===== src/hdl/tcc_defines.vh =====
/*
 Register offsets, field positions and reset values for the timer capture
 channel configuration block. Assumes a 32-bit APB master with word-aligned
 accesses.
*/
`ifndef TCC_DEFINES_VH
`define TCC_DEFINES_VH

`define TCC_ADDR_W 8
`define TCC_OFF_STATUS 8'h10
`define TCC_OFF_CH1_MODE 8'h18
`define TCC_OFF_CH34_MODE 8'h1c
`define TCC_OFF_ENPOL 8'h20
`define TCC_OFF_CH1_CAPT 8'h34
`define TCC_OFF_CH3_CAPT 8'h3c
`define TCC_OFF_CH4_CAPT 8'h40

`define TCC_ENPOL_RESET 16'h0000
`define TCC_ENPOL_MASK 16'hbbbb
`define TCC_CH34_RESET 16'h0000
`define TCC_CH1_MODE_RESET 2'h0
`define TCC_STATUS_W 6

// Enable and polarity register fields
`define TCC_CH1_EN 0
`define TCC_CH1_POL 1
`define TCC_CH1_NPOL 3
`define TCC_CH3_EN 8
`define TCC_CH3_POL 9
`define TCC_CH3_NPOL 11
`define TCC_CH4_EN 12
`define TCC_CH4_POL 13
`define TCC_CH4_NPOL 15

// Channel 3/4 input mode fields
`define TCC_CH3_SEL_HI 1
`define TCC_CH3_SEL_LO 0
`define TCC_CH3_PSC_HI 3
`define TCC_CH3_PSC_LO 2
`define TCC_CH3_FLT_HI 7
`define TCC_CH3_FLT_LO 4
`define TCC_CH4_SEL_HI 9
`define TCC_CH4_SEL_LO 8
`define TCC_CH4_PSC_HI 11
`define TCC_CH4_PSC_LO 10
`define TCC_CH4_FLT_HI 15
`define TCC_CH4_FLT_LO 12

// Direction encodings
`define TCC_SEL_OUTPUT 2'h0
`define TCC_SEL_OWN 2'h1
`define TCC_SEL_OTHER 2'h2
`define TCC_SEL_TRIGGER 2'h3

// Polarity pair encodings, {complement, polarity}
`define TCC_POL_RISE 2'h0
`define TCC_POL_FALL 2'h1
`define TCC_POL_RESERVED 2'h2
`define TCC_POL_BOTH 2'h3

// Status flag positions
`define TCC_ST_CH1_CAPT 0
`define TCC_ST_CH3_CAPT 1
`define TCC_ST_CH4_CAPT 2
`define TCC_ST_CH1_OVER 3
`define TCC_ST_CH3_OVER 4
`define TCC_ST_CH4_OVER 5

`define TCC_FILTER_BYPASS 4'h0

`endif


===== src/hdl/tcc_input_filter.v =====
/*
 Digital input filter: samples at the clock divided by a coded divider and
 accepts a new level only after N equal samples. Input is synchronous to pclk.
*/
`timescale 1ns/1ps
module tcc_input_filter (
  pclk,
  presetn,
  filter_code,
  din,
  level
);
  input wire pclk;
  input wire presetn;
  input wire [3:0] filter_code;
  input wire din;
  output reg level;

  reg [4:0] div_cnt;
  reg sample_tick;
  reg [3:0] match_cnt;
  reg [4:0] div_last;
  reg [3:0] need;

  // Divider minus one and sample count for each code
  function [8:0] filter_table;
    input [3:0] code;
    begin
      case (code)
        4'h0: filter_table = {5'h00, 4'h1};
        4'h1: filter_table = {5'h00, 4'h2};
        4'h2: filter_table = {5'h00, 4'h4};
        4'h3: filter_table = {5'h00, 4'h8};
        4'h4: filter_table = {5'h01, 4'h6};
        4'h5: filter_table = {5'h01, 4'h8};
        4'h6: filter_table = {5'h03, 4'h6};
        4'h7: filter_table = {5'h03, 4'h8};
        4'h8: filter_table = {5'h07, 4'h6};
        4'h9: filter_table = {5'h07, 4'h8};
        4'ha: filter_table = {5'h0f, 4'h5};
        4'hb: filter_table = {5'h0f, 4'h6};
        4'hc: filter_table = {5'h0f, 4'h8};
        4'hd: filter_table = {5'h1f, 4'h5};
        4'he: filter_table = {5'h1f, 4'h6};
        default: filter_table = {5'h1f, 4'h8};
      endcase
    end
  endfunction

  always @* begin
    {div_last, need} = filter_table(filter_code);
  end

  // Sample rate enable pulse
  always @(posedge pclk or negedge presetn) begin
    if (!presetn) begin
      div_cnt <= 5'h00;
      sample_tick <= 1'b0;
    end else if (div_cnt >= div_last) begin
      div_cnt <= 5'h00;
      sample_tick <= 1'b1;
    end else begin
      div_cnt <= div_cnt + 5'h01;
      sample_tick <= 1'b0;
    end
  end

  // A glitch shorter than N samples restarts the count
  always @(posedge pclk or negedge presetn) begin
    if (!presetn) begin
      level <= 1'b0;
      match_cnt <= 4'h0;
    end else if (sample_tick) begin
      if (din == level) begin
        match_cnt <= 4'h0;
      end else if (match_cnt + 4'h1 >= need) begin
        level <= din;
        match_cnt <= 4'h0;
      end else begin
        match_cnt <= match_cnt + 4'h1;
      end
    end
  end
endmodule // tcc_input_filter


===== src/hdl/tcc_capture_prescale.v =====
/*
 Capture event prescaler: passes one event in every 1, 2, 4 or 8.
 Events are single-cycle pulses on pclk.
*/
`timescale 1ns/1ps
module tcc_capture_prescale (
  pclk,
  presetn,
  clear,
  psc_code,
  event_in,
  capture
);
  input wire pclk;
  input wire presetn;
  input wire clear;
  input wire [1:0] psc_code;
  input wire event_in;
  output reg capture;

  reg [2:0] cnt;
  wire [2:0] last;

  assign last = (3'h1 << psc_code) - 3'h1;

  always @(posedge pclk or negedge presetn) begin
    if (!presetn) begin
      cnt <= 3'h0;
      capture <= 1'b0;
    end else if (clear) begin
      cnt <= 3'h0;
      capture <= 1'b0;
    end else if (event_in) begin
      capture <= (cnt >= last);
      cnt <= (cnt >= last) ? 3'h0 : cnt + 3'h1;
    end else begin
      capture <= 1'b0;
    end
  end
endmodule // tcc_capture_prescale


===== src/hdl/tcc_channel_config.v =====
/*
 Timer capture channel configuration: APB registers, input selection,
 filtering, polarity, prescaling and capture for channels 3 and 4, and the
 enable/polarity view of channel 1 with its capture and output.
 Assumes timer inputs and the counter value are synchronous to pclk and that
 the compare logic outside supplies the reference levels.
*/
// The APB register port was decided locally.
`timescale 1ns/1ps
`include "tcc_defines.vh"
module tcc_channel_config #(
  parameter CNT_W = 16
) (
  pclk,
  presetn,
  psel,
  penable,
  pwrite,
  paddr,
  pwdata,
  prdata,
  pready,
  pslverr,
  timer_input_one,
  timer_input_three,
  timer_input_four,
  internal_trigger_source,
  internal_trigger_selected,
  counter_value,
  ref_level_one,
  ref_level_three,
  ref_level_four,
  channel_one_output,
  channel_one_output_en,
  channel_three_output,
  channel_three_output_en,
  channel_four_output,
  channel_four_output_en,
  filtered_input_one_path_one,
  capture_input_three,
  capture_input_four,
  capture_event_one,
  capture_event_three,
  capture_event_four
);
  input wire pclk;
  input wire presetn;
  input wire psel;
  input wire penable;
  input wire pwrite;
  input wire [`TCC_ADDR_W-1:0] paddr;
  input wire [31:0] pwdata;
  output reg [31:0] prdata;
  output reg pready;
  output reg pslverr;
  input wire timer_input_one;
  input wire timer_input_three;
  input wire timer_input_four;
  input wire internal_trigger_source;
  input wire internal_trigger_selected;
  input wire [CNT_W-1:0] counter_value;
  input wire ref_level_one;
  input wire ref_level_three;
  input wire ref_level_four;
  output reg channel_one_output;
  output reg channel_one_output_en;
  output reg channel_three_output;
  output reg channel_three_output_en;
  output reg channel_four_output;
  output reg channel_four_output_en;
  output reg filtered_input_one_path_one;
  output reg capture_input_three;
  output reg capture_input_four;
  output reg capture_event_one;
  output reg capture_event_three;
  output reg capture_event_four;

  reg [15:0] capture_enable_polarity;
  reg [15:0] channel34_input_mode;
  reg [1:0] ch1_direction_select;
  reg [`TCC_STATUS_W-1:0] capture_status;
  reg [CNT_W-1:0] channel_one_capture_value;
  reg [CNT_W-1:0] channel_three_capture_value;
  reg [CNT_W-1:0] channel_four_capture_value;
  reg next_ch3_raw;
  reg next_ch4_raw;
  reg next_ch3_live;
  reg next_ch4_live;
  reg [15:0] next_mode;
  reg [`TCC_STATUS_W-1:0] next_status;
  reg [`TCC_STATUS_W-1:0] set_status;
  reg [31:0] next_rdata;
  reg next_err;
  reg prev_one;
  reg prev_three;
  reg prev_four;

  wire setup_phase;
  wire write_access;
  wire ch1_enable;
  wire ch3_enable;
  wire ch4_enable;
  wire [1:0] ch1_pol_pair;
  wire [1:0] ch3_pol_pair;
  wire [1:0] ch4_pol_pair;
  wire [1:0] ch3_direction_select;
  wire [1:0] ch4_direction_select;
  wire [1:0] ch3_capture_prescale;
  wire [1:0] ch4_capture_prescale;
  wire [3:0] ch3_input_filter;
  wire [3:0] ch4_input_filter;
  wire level_one;
  wire level_three;
  wire level_four;
  wire edge_one;
  wire edge_three;
  wire edge_four;
  wire ch1_is_input;
  wire ch3_is_input;
  wire ch4_is_input;
  wire cap3;
  wire cap4;

  // Edge qualification by polarity pair
  function edge_hit;
    input prev;
    input cur;
    input [1:0] pair;
    begin
      case (pair)
        `TCC_POL_FALL: edge_hit = prev & ~cur;
        `TCC_POL_BOTH: edge_hit = prev ^ cur;
        default: edge_hit = ~prev & cur;
      endcase
    end
  endfunction

  // Level seen by gated and encoder modes
  function polarize;
    input lvl;
    input [1:0] pair;
    begin
      polarize = (pair == `TCC_POL_FALL) ? ~lvl : lvl;
    end
  endfunction

  // Output pin value for a channel
  function out_level;
    input en;
    input ref_lvl;
    input pol;
    begin
      out_level = en & (ref_lvl ^ pol);
    end
  endfunction

  assign setup_phase = psel & ~penable;
  assign write_access = psel & penable & pready & pwrite;

  assign ch1_enable = capture_enable_polarity[`TCC_CH1_EN];
  assign ch3_enable = capture_enable_polarity[`TCC_CH3_EN];
  assign ch4_enable = capture_enable_polarity[`TCC_CH4_EN];
  // Pair formed from both polarity bits
  assign ch1_pol_pair = {capture_enable_polarity[`TCC_CH1_NPOL],
                         capture_enable_polarity[`TCC_CH1_POL]};
  assign ch3_pol_pair = {capture_enable_polarity[`TCC_CH3_NPOL],
                         capture_enable_polarity[`TCC_CH3_POL]};
  assign ch4_pol_pair = {capture_enable_polarity[`TCC_CH4_NPOL],
                         capture_enable_polarity[`TCC_CH4_POL]};

  assign ch3_direction_select = channel34_input_mode[`TCC_CH3_SEL_HI:`TCC_CH3_SEL_LO];
  assign ch4_direction_select = channel34_input_mode[`TCC_CH4_SEL_HI:`TCC_CH4_SEL_LO];
  assign ch3_capture_prescale = channel34_input_mode[`TCC_CH3_PSC_HI:`TCC_CH3_PSC_LO];
  assign ch4_capture_prescale = channel34_input_mode[`TCC_CH4_PSC_HI:`TCC_CH4_PSC_LO];
  assign ch3_input_filter = channel34_input_mode[`TCC_CH3_FLT_HI:`TCC_CH3_FLT_LO];
  assign ch4_input_filter = channel34_input_mode[`TCC_CH4_FLT_HI:`TCC_CH4_FLT_LO];

  assign ch1_is_input = (ch1_direction_select != `TCC_SEL_OUTPUT);
  assign ch3_is_input = (ch3_direction_select != `TCC_SEL_OUTPUT);
  assign ch4_is_input = (ch4_direction_select != `TCC_SEL_OUTPUT);

  // Input source selection before the filter
  always @* begin
    next_ch3_raw = 1'b0;
    next_ch4_raw = 1'b0;
    next_ch3_live = 1'b1;
    next_ch4_live = 1'b1;
    case (ch3_direction_select)
      `TCC_SEL_OWN: next_ch3_raw = timer_input_three;
      `TCC_SEL_OTHER: next_ch3_raw = timer_input_four;
      `TCC_SEL_TRIGGER: begin
        next_ch3_raw = internal_trigger_source;
        next_ch3_live = internal_trigger_selected;
      end
      default: next_ch3_live = 1'b0;
    endcase
    case (ch4_direction_select)
      `TCC_SEL_OWN: next_ch4_raw = timer_input_four;
      `TCC_SEL_OTHER: next_ch4_raw = timer_input_three;
      // Trigger source only with internal trigger
      `TCC_SEL_TRIGGER: begin
        next_ch4_raw = internal_trigger_source;
        next_ch4_live = internal_trigger_selected;
      end
      default: next_ch4_live = 1'b0;
    endcase
  end

  tcc_input_filter u_filter_one (
    .pclk(pclk),
    .presetn(presetn),
    .filter_code(`TCC_FILTER_BYPASS),
    .din(timer_input_one),
    .level(level_one)
  );

  tcc_input_filter u_filter_three (
    .pclk(pclk),
    .presetn(presetn),
    .filter_code(ch3_input_filter),
    .din(next_ch3_raw),
    .level(level_three)
  );

  tcc_input_filter u_filter_four (
    .pclk(pclk),
    .presetn(presetn),
    .filter_code(ch4_input_filter),
    .din(next_ch4_raw),
    .level(level_four)
  );

  always @(posedge pclk or negedge presetn) begin
    if (!presetn) begin
      prev_one <= 1'b0;
      prev_three <= 1'b0;
      prev_four <= 1'b0;
    end else begin
      prev_one <= level_one;
      prev_three <= level_three;
      prev_four <= level_four;
    end
  end

  assign edge_one = edge_hit(prev_one, level_one, ch1_pol_pair);
  assign edge_three = edge_hit(prev_three, level_three, ch3_pol_pair) & next_ch3_live;
  assign edge_four = edge_hit(prev_four, level_four, ch4_pol_pair) & next_ch4_live;

  // Ch3 prescaler, cleared while capture is off
  tcc_capture_prescale u_psc_three (
    .pclk(pclk),
    .presetn(presetn),
    .clear(~(ch3_enable & ch3_is_input)),
    .psc_code(ch3_capture_prescale),
    .event_in(edge_three),
    .capture(cap3)
  );

  tcc_capture_prescale u_psc_four (
    .pclk(pclk),
    .presetn(presetn),
    .clear(~(ch4_enable & ch4_is_input)),
    .psc_code(ch4_capture_prescale),
    .event_in(edge_four),
    .capture(cap4)
  );

  // Capture registers and event pulses
  always @(posedge pclk or negedge presetn) begin
    if (!presetn) begin
      channel_one_capture_value <= {CNT_W{1'b0}};
      channel_three_capture_value <= {CNT_W{1'b0}};
      channel_four_capture_value <= {CNT_W{1'b0}};
      capture_event_one <= 1'b0;
      capture_event_three <= 1'b0;
      capture_event_four <= 1'b0;
    end else begin
      capture_event_one <= edge_one & ch1_enable & ch1_is_input;
      capture_event_three <= cap3;
      capture_event_four <= cap4;
      if (edge_one & ch1_enable & ch1_is_input) begin
        channel_one_capture_value <= counter_value;
      end
      if (cap3) begin
        channel_three_capture_value <= counter_value;
      end
      if (cap4) begin
        channel_four_capture_value <= counter_value;
      end
    end
  end

  // Sticky flags: a new capture beats a software clear in the same cycle
  always @* begin
    set_status = {`TCC_STATUS_W{1'b0}};
    set_status[`TCC_ST_CH1_CAPT] = capture_event_one;
    set_status[`TCC_ST_CH3_CAPT] = capture_event_three;
    set_status[`TCC_ST_CH4_CAPT] = capture_event_four;
    set_status[`TCC_ST_CH1_OVER] = capture_event_one & capture_status[`TCC_ST_CH1_CAPT];
    set_status[`TCC_ST_CH3_OVER] = capture_event_three & capture_status[`TCC_ST_CH3_CAPT];
    set_status[`TCC_ST_CH4_OVER] = capture_event_four & capture_status[`TCC_ST_CH4_CAPT];
    next_status = capture_status;
    if (write_access && paddr == `TCC_OFF_STATUS) begin
      next_status = capture_status & pwdata[`TCC_STATUS_W-1:0];
    end
    next_status = next_status | set_status;
  end

  // Protected direction fields in the channel 3/4 mode word
  always @* begin
    next_mode = pwdata[15:0];
    if (ch3_enable) begin
      next_mode[`TCC_CH3_SEL_HI:`TCC_CH3_SEL_LO] = ch3_direction_select;
    end
    if (ch4_enable) begin
      next_mode[`TCC_CH4_SEL_HI:`TCC_CH4_SEL_LO] = ch4_direction_select;
    end
  end

  // Register writes, taken at the access phase
  always @(posedge pclk or negedge presetn) begin
    if (!presetn) begin
      capture_enable_polarity <= `TCC_ENPOL_RESET;
      channel34_input_mode <= `TCC_CH34_RESET;
      ch1_direction_select <= `TCC_CH1_MODE_RESET;
      capture_status <= {`TCC_STATUS_W{1'b0}};
    end else begin
      capture_status <= next_status;
      if (write_access) begin
        if (paddr == `TCC_OFF_ENPOL) begin
          capture_enable_polarity <= pwdata[15:0] & `TCC_ENPOL_MASK;
        end else if (paddr == `TCC_OFF_CH34_MODE) begin
          channel34_input_mode <= next_mode;
        end else if (paddr == `TCC_OFF_CH1_MODE) begin
          if (!ch1_enable) begin
            ch1_direction_select <= pwdata[1:0];
          end
        end
      end
    end
  end

  // Read data and error decided in the setup cycle
  always @* begin
    next_rdata = 32'h0000_0000;
    next_err = 1'b0;
    if (paddr == `TCC_OFF_ENPOL) begin
      next_rdata[15:0] = capture_enable_polarity;
    end else if (paddr == `TCC_OFF_CH34_MODE) begin
      next_rdata[15:0] = channel34_input_mode;
    end else if (paddr == `TCC_OFF_CH1_MODE) begin
      next_rdata[1:0] = ch1_direction_select;
    end else if (paddr == `TCC_OFF_STATUS) begin
      next_rdata[`TCC_STATUS_W-1:0] = capture_status;
    end else if (paddr == `TCC_OFF_CH1_CAPT) begin
      next_rdata[CNT_W-1:0] = channel_one_capture_value;
    end else if (paddr == `TCC_OFF_CH3_CAPT) begin
      next_rdata[CNT_W-1:0] = channel_three_capture_value;
    end else if (paddr == `TCC_OFF_CH4_CAPT) begin
      next_rdata[CNT_W-1:0] = channel_four_capture_value;
    end else begin
      next_err = 1'b1;
    end
  end

  // Zero wait states; data registered so it stands through the access phase
  always @(posedge pclk or negedge presetn) begin
    if (!presetn) begin
      prdata <= 32'h0000_0000;
      pready <= 1'b0;
      pslverr <= 1'b0;
    end else begin
      pready <= 1'b1;
      if (setup_phase) begin
        prdata <= pwrite ? 32'h0000_0000 : next_rdata;
        pslverr <= next_err;
      end else if (!psel) begin
        pslverr <= 1'b0;
      end
    end
  end

  // Channel pins and polarized input levels
  always @(posedge pclk or negedge presetn) begin
    if (!presetn) begin
      channel_one_output <= 1'b0;
      channel_one_output_en <= 1'b0;
      channel_three_output <= 1'b0;
      channel_three_output_en <= 1'b0;
      channel_four_output <= 1'b0;
      channel_four_output_en <= 1'b0;
      filtered_input_one_path_one <= 1'b0;
      capture_input_three <= 1'b0;
      capture_input_four <= 1'b0;
    end else begin
      channel_one_output_en <= ch1_enable & ~ch1_is_input;
      // Polarity bit high makes output active low
      channel_one_output <= out_level(ch1_enable & ~ch1_is_input, ref_level_one,
                                      capture_enable_polarity[`TCC_CH1_POL]);
      channel_three_output_en <= ch3_enable & ~ch3_is_input;
      channel_three_output <= out_level(ch3_enable & ~ch3_is_input, ref_level_three,
                                        capture_enable_polarity[`TCC_CH3_POL]);
      channel_four_output_en <= ch4_enable & ~ch4_is_input;
      channel_four_output <= out_level(ch4_enable & ~ch4_is_input, ref_level_four,
                                       capture_enable_polarity[`TCC_CH4_POL]);
      filtered_input_one_path_one <= polarize(level_one, ch1_pol_pair);
      capture_input_three <= polarize(level_three, ch3_pol_pair);
      capture_input_four <= polarize(level_four, ch4_pol_pair);
    end
  end
endmodule // tcc_channel_config


===== config.mk =====
export PLATFORM = sky130hd
export DESIGN_NAME = tcc_channel_config
export DESIGN_NICKNAME = d
export VERILOG_FILES = /design/src/hdl/tcc_input_filter.v /design/src/hdl/tcc_capture_prescale.v /design/src/hdl/tcc_channel_config.v
export VERILOG_INCLUDE_DIRS = /design/src /design/src/hdl
export SDC_FILE = /design/constraint.sdc
export NUM_CORES = 1
export LEC_CHECK = 0
export BUFFER_PORTS_ARGS = -buffer_cell sky130_fd_sc_hd__buf_2
export CORE_MARGIN = 4
export CORE_UTILIZATION = 40
export DETAILED_ROUTE_END_ITERATION = 8
export GPL_TIMING_DRIVEN = 1
export PLACE_DENSITY = 0.56
export SLEW_MARGIN = 20
export SYNTH_ARGS = -nofsm -noshare
export SYNTH_HDL_FRONTEND = slang
export SYNTH_SLANG_ARGS = --single-unit

===== constraint.sdc =====
create_clock -name pclk -period 3.7 [get_ports pclk]
set_input_delay 0.555 -clock pclk [delete_from_list [all_inputs] [get_ports pclk]]
set_output_delay 0.555 -clock pclk [all_outputs]
set_load 0.005 [all_outputs]

### After elaboration in Yosys (flattened, before gate mapping)

Memory sizes are Yosys's and may differ from the RTL's.
Index checks and enable logic that the tools add are counted.

| cells by class | value |
|---|---|
| add/subtract/negate cells | 10 |
| $lt $le $gt $ge | 8 |
| eq/ne operators | 25 |
| shift-type cells | 2 |
| muxes and demuxes | 52 |
| bitwise logic cells | 51 |
| reductions and logical operators | 14 |

Operator list:

| kind | number |
|---|---|
| $mux W16 | 6 |
| $and A1 B1 Y1 | 25 |
| $eq A8 B5 Y1 const B | 3 |
| $eq A8 B6 Y1 const B | 3 |
| $mux W4 | 6 |
| $mux W1 | 19 |
| $mux W3 | 6 |
| $not A1 Y1 | 18 |
| $add A5 B1 Y5 const B | 3 |
| $ge A5 B5 Y1 | 3 |
| $mux W5 | 3 |
| $eq A2 B2 Y1 const B | 7 |
| $mux W14 | 1 |
| $add A4 B1 Y4 const B | 3 |
| $ge A4 B4 Y1 | 3 |
| $mux W6 | 2 |
| $reduce_and A3 Y1 | 4 |
| $eq A2 B1 Y1 const B | 5 |
| $mux W10 | 1 |
| $pmux W1 S2 | 5 |
| $eq A8 B7 Y1 const B | 1 |
| $reduce_and A4 Y1 | 2 |
| $add A3 B1 Y3 const B | 2 |
| $and A6 B6 Y6 | 1 |
| 15 further kinds | 30 |

| storage, ports and cells | value |
|---|---|
| bits in registers | 174 |
| ROM bits | 432 |
| input bits | 69 |
| memories | 3 |

Memories:

| name | words | bits a word | rd ports | clocked after memory_dff | wr ports | RTL line | source |
|---|---|---|---|---|---|---|---|
| (name not given) | 16 | 9 | 1 | 0 | 0 | tcc_input_filter.v:29 | `case (code)` |
| (name not given) | 16 | 9 | 1 | 0 | 0 | tcc_input_filter.v:29 |  |
| (name not given) | 16 | 9 | 1 | 0 | 0 | tcc_input_filter.v:29 |  |

### Longest topological paths before layout

| logic depth | value |
|---|---|
| word-level depth | 9 |
| depth in mapped cells | 12 |
| mapped depth without buffers | 12 |

### Cells and area by module

A second synthesis with hierarchy kept.

| unflattened totals | value |
|---|---|
| cells, all modules | 829 |
| area total of the unflattened synthesis | 9147.5 um^2 |

Modules (own cells, without submodules):

| module | instances | cells an instance | area each (um^2) | seq. area each (um^2) |
|---|---|---|---|---|
| tcc_channel_config | 1 | 491 | 5874.4 | 2927.8 |
| tcc_input_filter (u_filter_four ...) | 2 | 94 | 895.9 | 275.3 |
| tcc_input_filter (u_filter_three) | 1 | 94 | 898.4 | 275.3 |
| tcc_capture_prescale | 2 | 28 | 291.5 | 100.1 |

### Least setup slack after synthesis

OpenSTA, ideal clock, no wires.

| path | value |
|---|---|
| path kind | reg2reg |
| start point | reg channel34_input_mode[4] |
| end point | reg u_filter_three.match_cnt[0] |
| library setup time | 79 ps |
| data arrival time | 2164 ps |
| data required time | 3621 ps |
| slack | 1456 ps |
| cell stages (with the launch flop) | 11 |
| buffers on the path | 0 |
| cells stage by stage | dfrtp_1 > inv_1 > ha_1 > nand2_1 > o21ai_0 > mux2_2 > ha_1 > a21o_1 > a211oi_1 > nand2_1 > mux2i_1 |

| between the ends | value |
|---|---|
| cells in the longest elaborated chain, start to end | 4 |

Ends and longest elaborated chain:

| element | RTL line | source |
|---|---|---|
| start, declared | tcc_channel_config.v:79 | `reg [15:0] channel34_input_mode;` |
| start signal, assigned | tcc_channel_config.v:324 | `` channel34_input_mode <= `TCC_CH34_RESET; `` |
| start signal, assigned | tcc_channel_config.v:333 | `channel34_input_mode <= next_mode;` |
| $mem_v2 Z16 W9 | - |  |
| $ge A4 B4 Y1 | tcc_input_filter.v:76 | `end else if (match_cnt + 4'h1 >= need) begin` |
| $mux W4 | tcc_input_filter.v:76 |  |
| $mux W4 | tcc_input_filter.v:74 | `if (din == level) begin` |
| end signal, assigned | tcc_input_filter.v:80 | `match_cnt <= match_cnt + 4'h1;` |
| end, declared | tcc_input_filter.v:21 | `reg [3:0] match_cnt;` |

No other way between the ends.
A chain may end at the register's enable or synchronous reset.

### Worst setup path in the final report

| path | value |
|---|---|
| start point | reg channel34_input_mode[12] |
| end point | reg u_filter_four.match_cnt[0] |

| between the ends | value |
|---|---|
| cells in the longest elaborated chain, start to end | 4 |

Ends and longest elaborated chain:

| element | RTL line |
|---|---|
| $mem_v2 Z16 W9 | - |
| $ge A4 B4 Y1 | tcc_input_filter.v:76 |
| $mux W4 | tcc_input_filter.v:76 |
| $mux W4 | tcc_input_filter.v:74 |
| end signal, assigned | tcc_input_filter.v:80 |
| end, declared | tcc_input_filter.v:21 |

No other way between the ends.

==> flow_summary.toml <==
[setup_path]
crit_buf_inv = 2
endpoint_kind = "register"
cp-startpoint = "channel34_input_mode[12]"
crit_family = "compound AO/OA/AOI/OAI gates"
ff2ff_path_depth = 11
slowest_stage = "dfrtp_1"
r2r_end = "u_filter_four.match_cnt[0]"
slowest_delay_ns = 0.52
crit_path_max_fanout = 8
arrival_ns = 3.02
reg2reg_slack_ns = 1.03
reg2reg_from = "channel34_input_mode[12]"
worstSetupStartpointType = "register"
required_ns = 4.05
path_cells = "inv_1 > ha_1 > a21oi_1 > nand2_1 > o21a_1 > ha_1 > a21oi_1 > inv_1 > a211oi_1 > nand2_1 > mux2i_1"
critPathKind = "register to register"

[timing]
slew_headroom_pct = 36.41
fin_tns_setup_ns = 0
period_needed_ns = 2.667
finalHoldWorstSlack_ns = 0.2251
setup_viol = 0
worst_slack_ns = 1.033
slew_viol_final = 0
clock_skew_ns = 0.006649
rsz0062_at_grt = "no"
worst_pin_slew_ns = 0.9538
clock.fmax_mhz = 375.0
finalCritPeriodShare_pct = 72.07
hold_viol = 0

[logic_synthesis]
synth_flop_cell = "dfrtp_1"
synth_area_sq_um = 8152
synth_top_area_share_pct = 46.66
avgSynthCellArea_sq_um = 10.96
yosysSeqAreaShare_pct = 46.66
synth_enable_flop_cells = 0
synth.most_common_cell = "dfrtp_1"
synth_commonest_cells = "dfrtp_1, mux2_2, ha_1"
syn_inst = 744
ys_types = 62
synth_seq_cells = 152
yosysWarningCount = 0
yosys.area.top_type = "dfrtp_1"
synthTopCellsByArea = "dfrtp_1, mux2_2, ha_1, o21ai_0, a21oi_1"
async_reset_ff_share_pct = 100.0

[power]
clkPwrFrac_pct = 50.3
swShare_pct = 21.88
seq_power_share_pct = 45.2
p_switching_mw = 0.8148
power_mw = 3.723
powerDensity_nw_per_um2 = 396.5
vdd_drop_max_v = 0.0002958
power.internal_mw = 2.908
combPwrFrac_pct = 4.6
leakagePower_nw = 4.500

[finish]
layout-drive-gt1-share_pct = 25.51
fin_nets = 950
final_core_util_pct = 47.46
syn_to_final_growth_pct = 15.18
stdcell_area_sq_um = 9389
fin_cells = 1100
n_antenna_cell = 0

[clock_network]
ctsHtreeMaxLevel = 4
cts_hold_buffers = 0
cts_tree = "yes"
path_clk_slew_ns = 0.06
cts-root-buf = "clkbuf_16"
cts.path.max_buffers = 2
post_cts_buffers = 0
cts_sinks = 152
numCtsBuffers = 17
cts_resized = 0
clock_latency_ns = 0.42

[die]
fp.dieW_microns = 150.8
num_io_pins = 115
start_util_pct = 41.21
core_sq_um = 19780
rows = 51
dieArea_sq_um = 22730
die_h_microns = 150.8

[place]
portBuffers = 82
place_area_sq_um = 8753
dp_slack_ns = 0.8198
dp.cells = 1069
hpwlAfterDp_microns = 14400
gp_congestion = 0.8020

[outcome]
status = "finished clean"

[routing]
drt_wl_total_microns = 19780
drc = 0
routed_via_density = 5.374
via_count = 5911
avgRoutedWirePerCell_microns = 17.98
firstDrtPassIters = 6
postRouteAntennaNets = 0
drt_iter0_drc = 367

[min_path]
min_path_type = "input port to async pin"

[global_route]
first_global_vias = 5998
antenna_found_initial = 0
gr-total-overflow = 0
track_usage_pct = 18.15
grt_max_degree = 99
grt_pass1_wl_microns = 32140

[flow_run]
cap_violations = 0
## cells in the final DEF, fill, tap and decap left out, drive strengths merged, types with 8 or more instances in the layout
| cell type | netlist | routed |
|---|---|---|
| nor3 | 8 | 8 |
| o21ai | 46 | 46 |
| xor2 | 11 | 11 |
| nand3 | 12 | 12 |
| ha | 58 | 58 |
| dfrtp | 152 | 152 |
| buf | 26 | 90 |
| a32oi | 8 | 8 |
| a22oi | 11 | 11 |
| conb | 2 | 17 |
| and2 | 9 | 9 |
| mux2 | 82 | 82 |
| nor2 | 45 | 45 |
| xnor2 | 9 | 9 |
| inv | 37 | 39 |
| clkbuf | 19 | 20 |
| a32o | 8 | 8 |
| a22o | 9 | 9 |
| a21oi | 35 | 35 |
| mux2i | 10 | 10 |
| o221ai | 9 | 9 |
| nor2b | 9 | 9 |
| nand2b | 21 | 21 |
| nand2 | 46 | 46 |
## worst max-delay path by stage
stage | slack (ns) | to | depth (start not counted)
after floorplan | 1.46 | u_filter_three.match_cnt[0] | 10
after global placement | 0.93 | channel34_input_mode[0] | 6
after detailed placement | 0.82 | channel34_input_mode[9] | 6
after CTS | 1.04 | u_filter_four.match_cnt[0] | 11
after global routing | 0.81 | u_filter_four.match_cnt[0] | 11
final | 1.03 | u_filter_four.match_cnt[0] | 11
## registers in the layout (all words and copies together) (netlist names), 6 cells and up
signal,flops
channel34_input_mode,16
channel_four_capture_value,16
channel_one_capture_value,16
channel_three_capture_value,16
prdata,16
capture_enable_polarity,12
capture_status,6
## routing by layer
layer	wire length, microns	global-route usage [%]	up-vias
li1	-	-	2788
met1	8821	24.17	2947
met2	9758	30.27	153
met3	936	3.402	23
met4	261	5.213	0
met5	0	0	-
## final cells by class
| type | instances | area, sq um |
|---|---|---|
| Clock buffer | 20 | 466.7 |
| Clock inverter | 11 | 168.9 |
| Fill cell | 1827 | 10390 |
| Inverter | 37 | 138.9 |
| Multi-Input combinational cell | 525 | 4003 |
| Sequential cell | 152 | 3804 |
| Tap cell | 265 | 331.6 |
| Timing Repair Buffer | 90 | 476.7 |
## power groups by stage
| stage | Sequential [mW] | Combinational (mW) | Clock, mW |
|---|---|---|---|
| final | 1.68 | 0.170 | 1.87 |
| after floorplan | 1.71 | 0.0819 | 0 |
| after global routing | 1.68 | 0.193 | 1.98 |
| after detailed placement | 1.71 | 0.172 | 0 |
| after CTS | 1.68 | 0.172 | 1.91 |
| after global placement | 1.71 | 0.167 | 0 |
## cells by family after synthesis
kind of cell,share of synthesized area (%)
simple gates,11.10
compound gates,13.15
flops,46.66
mux,13.02
buf+inv,4.927
fa+ha+maj,8.903
xor+xnor,2.149
other cells,0.09213
Power figures use the tool's default switching activity.
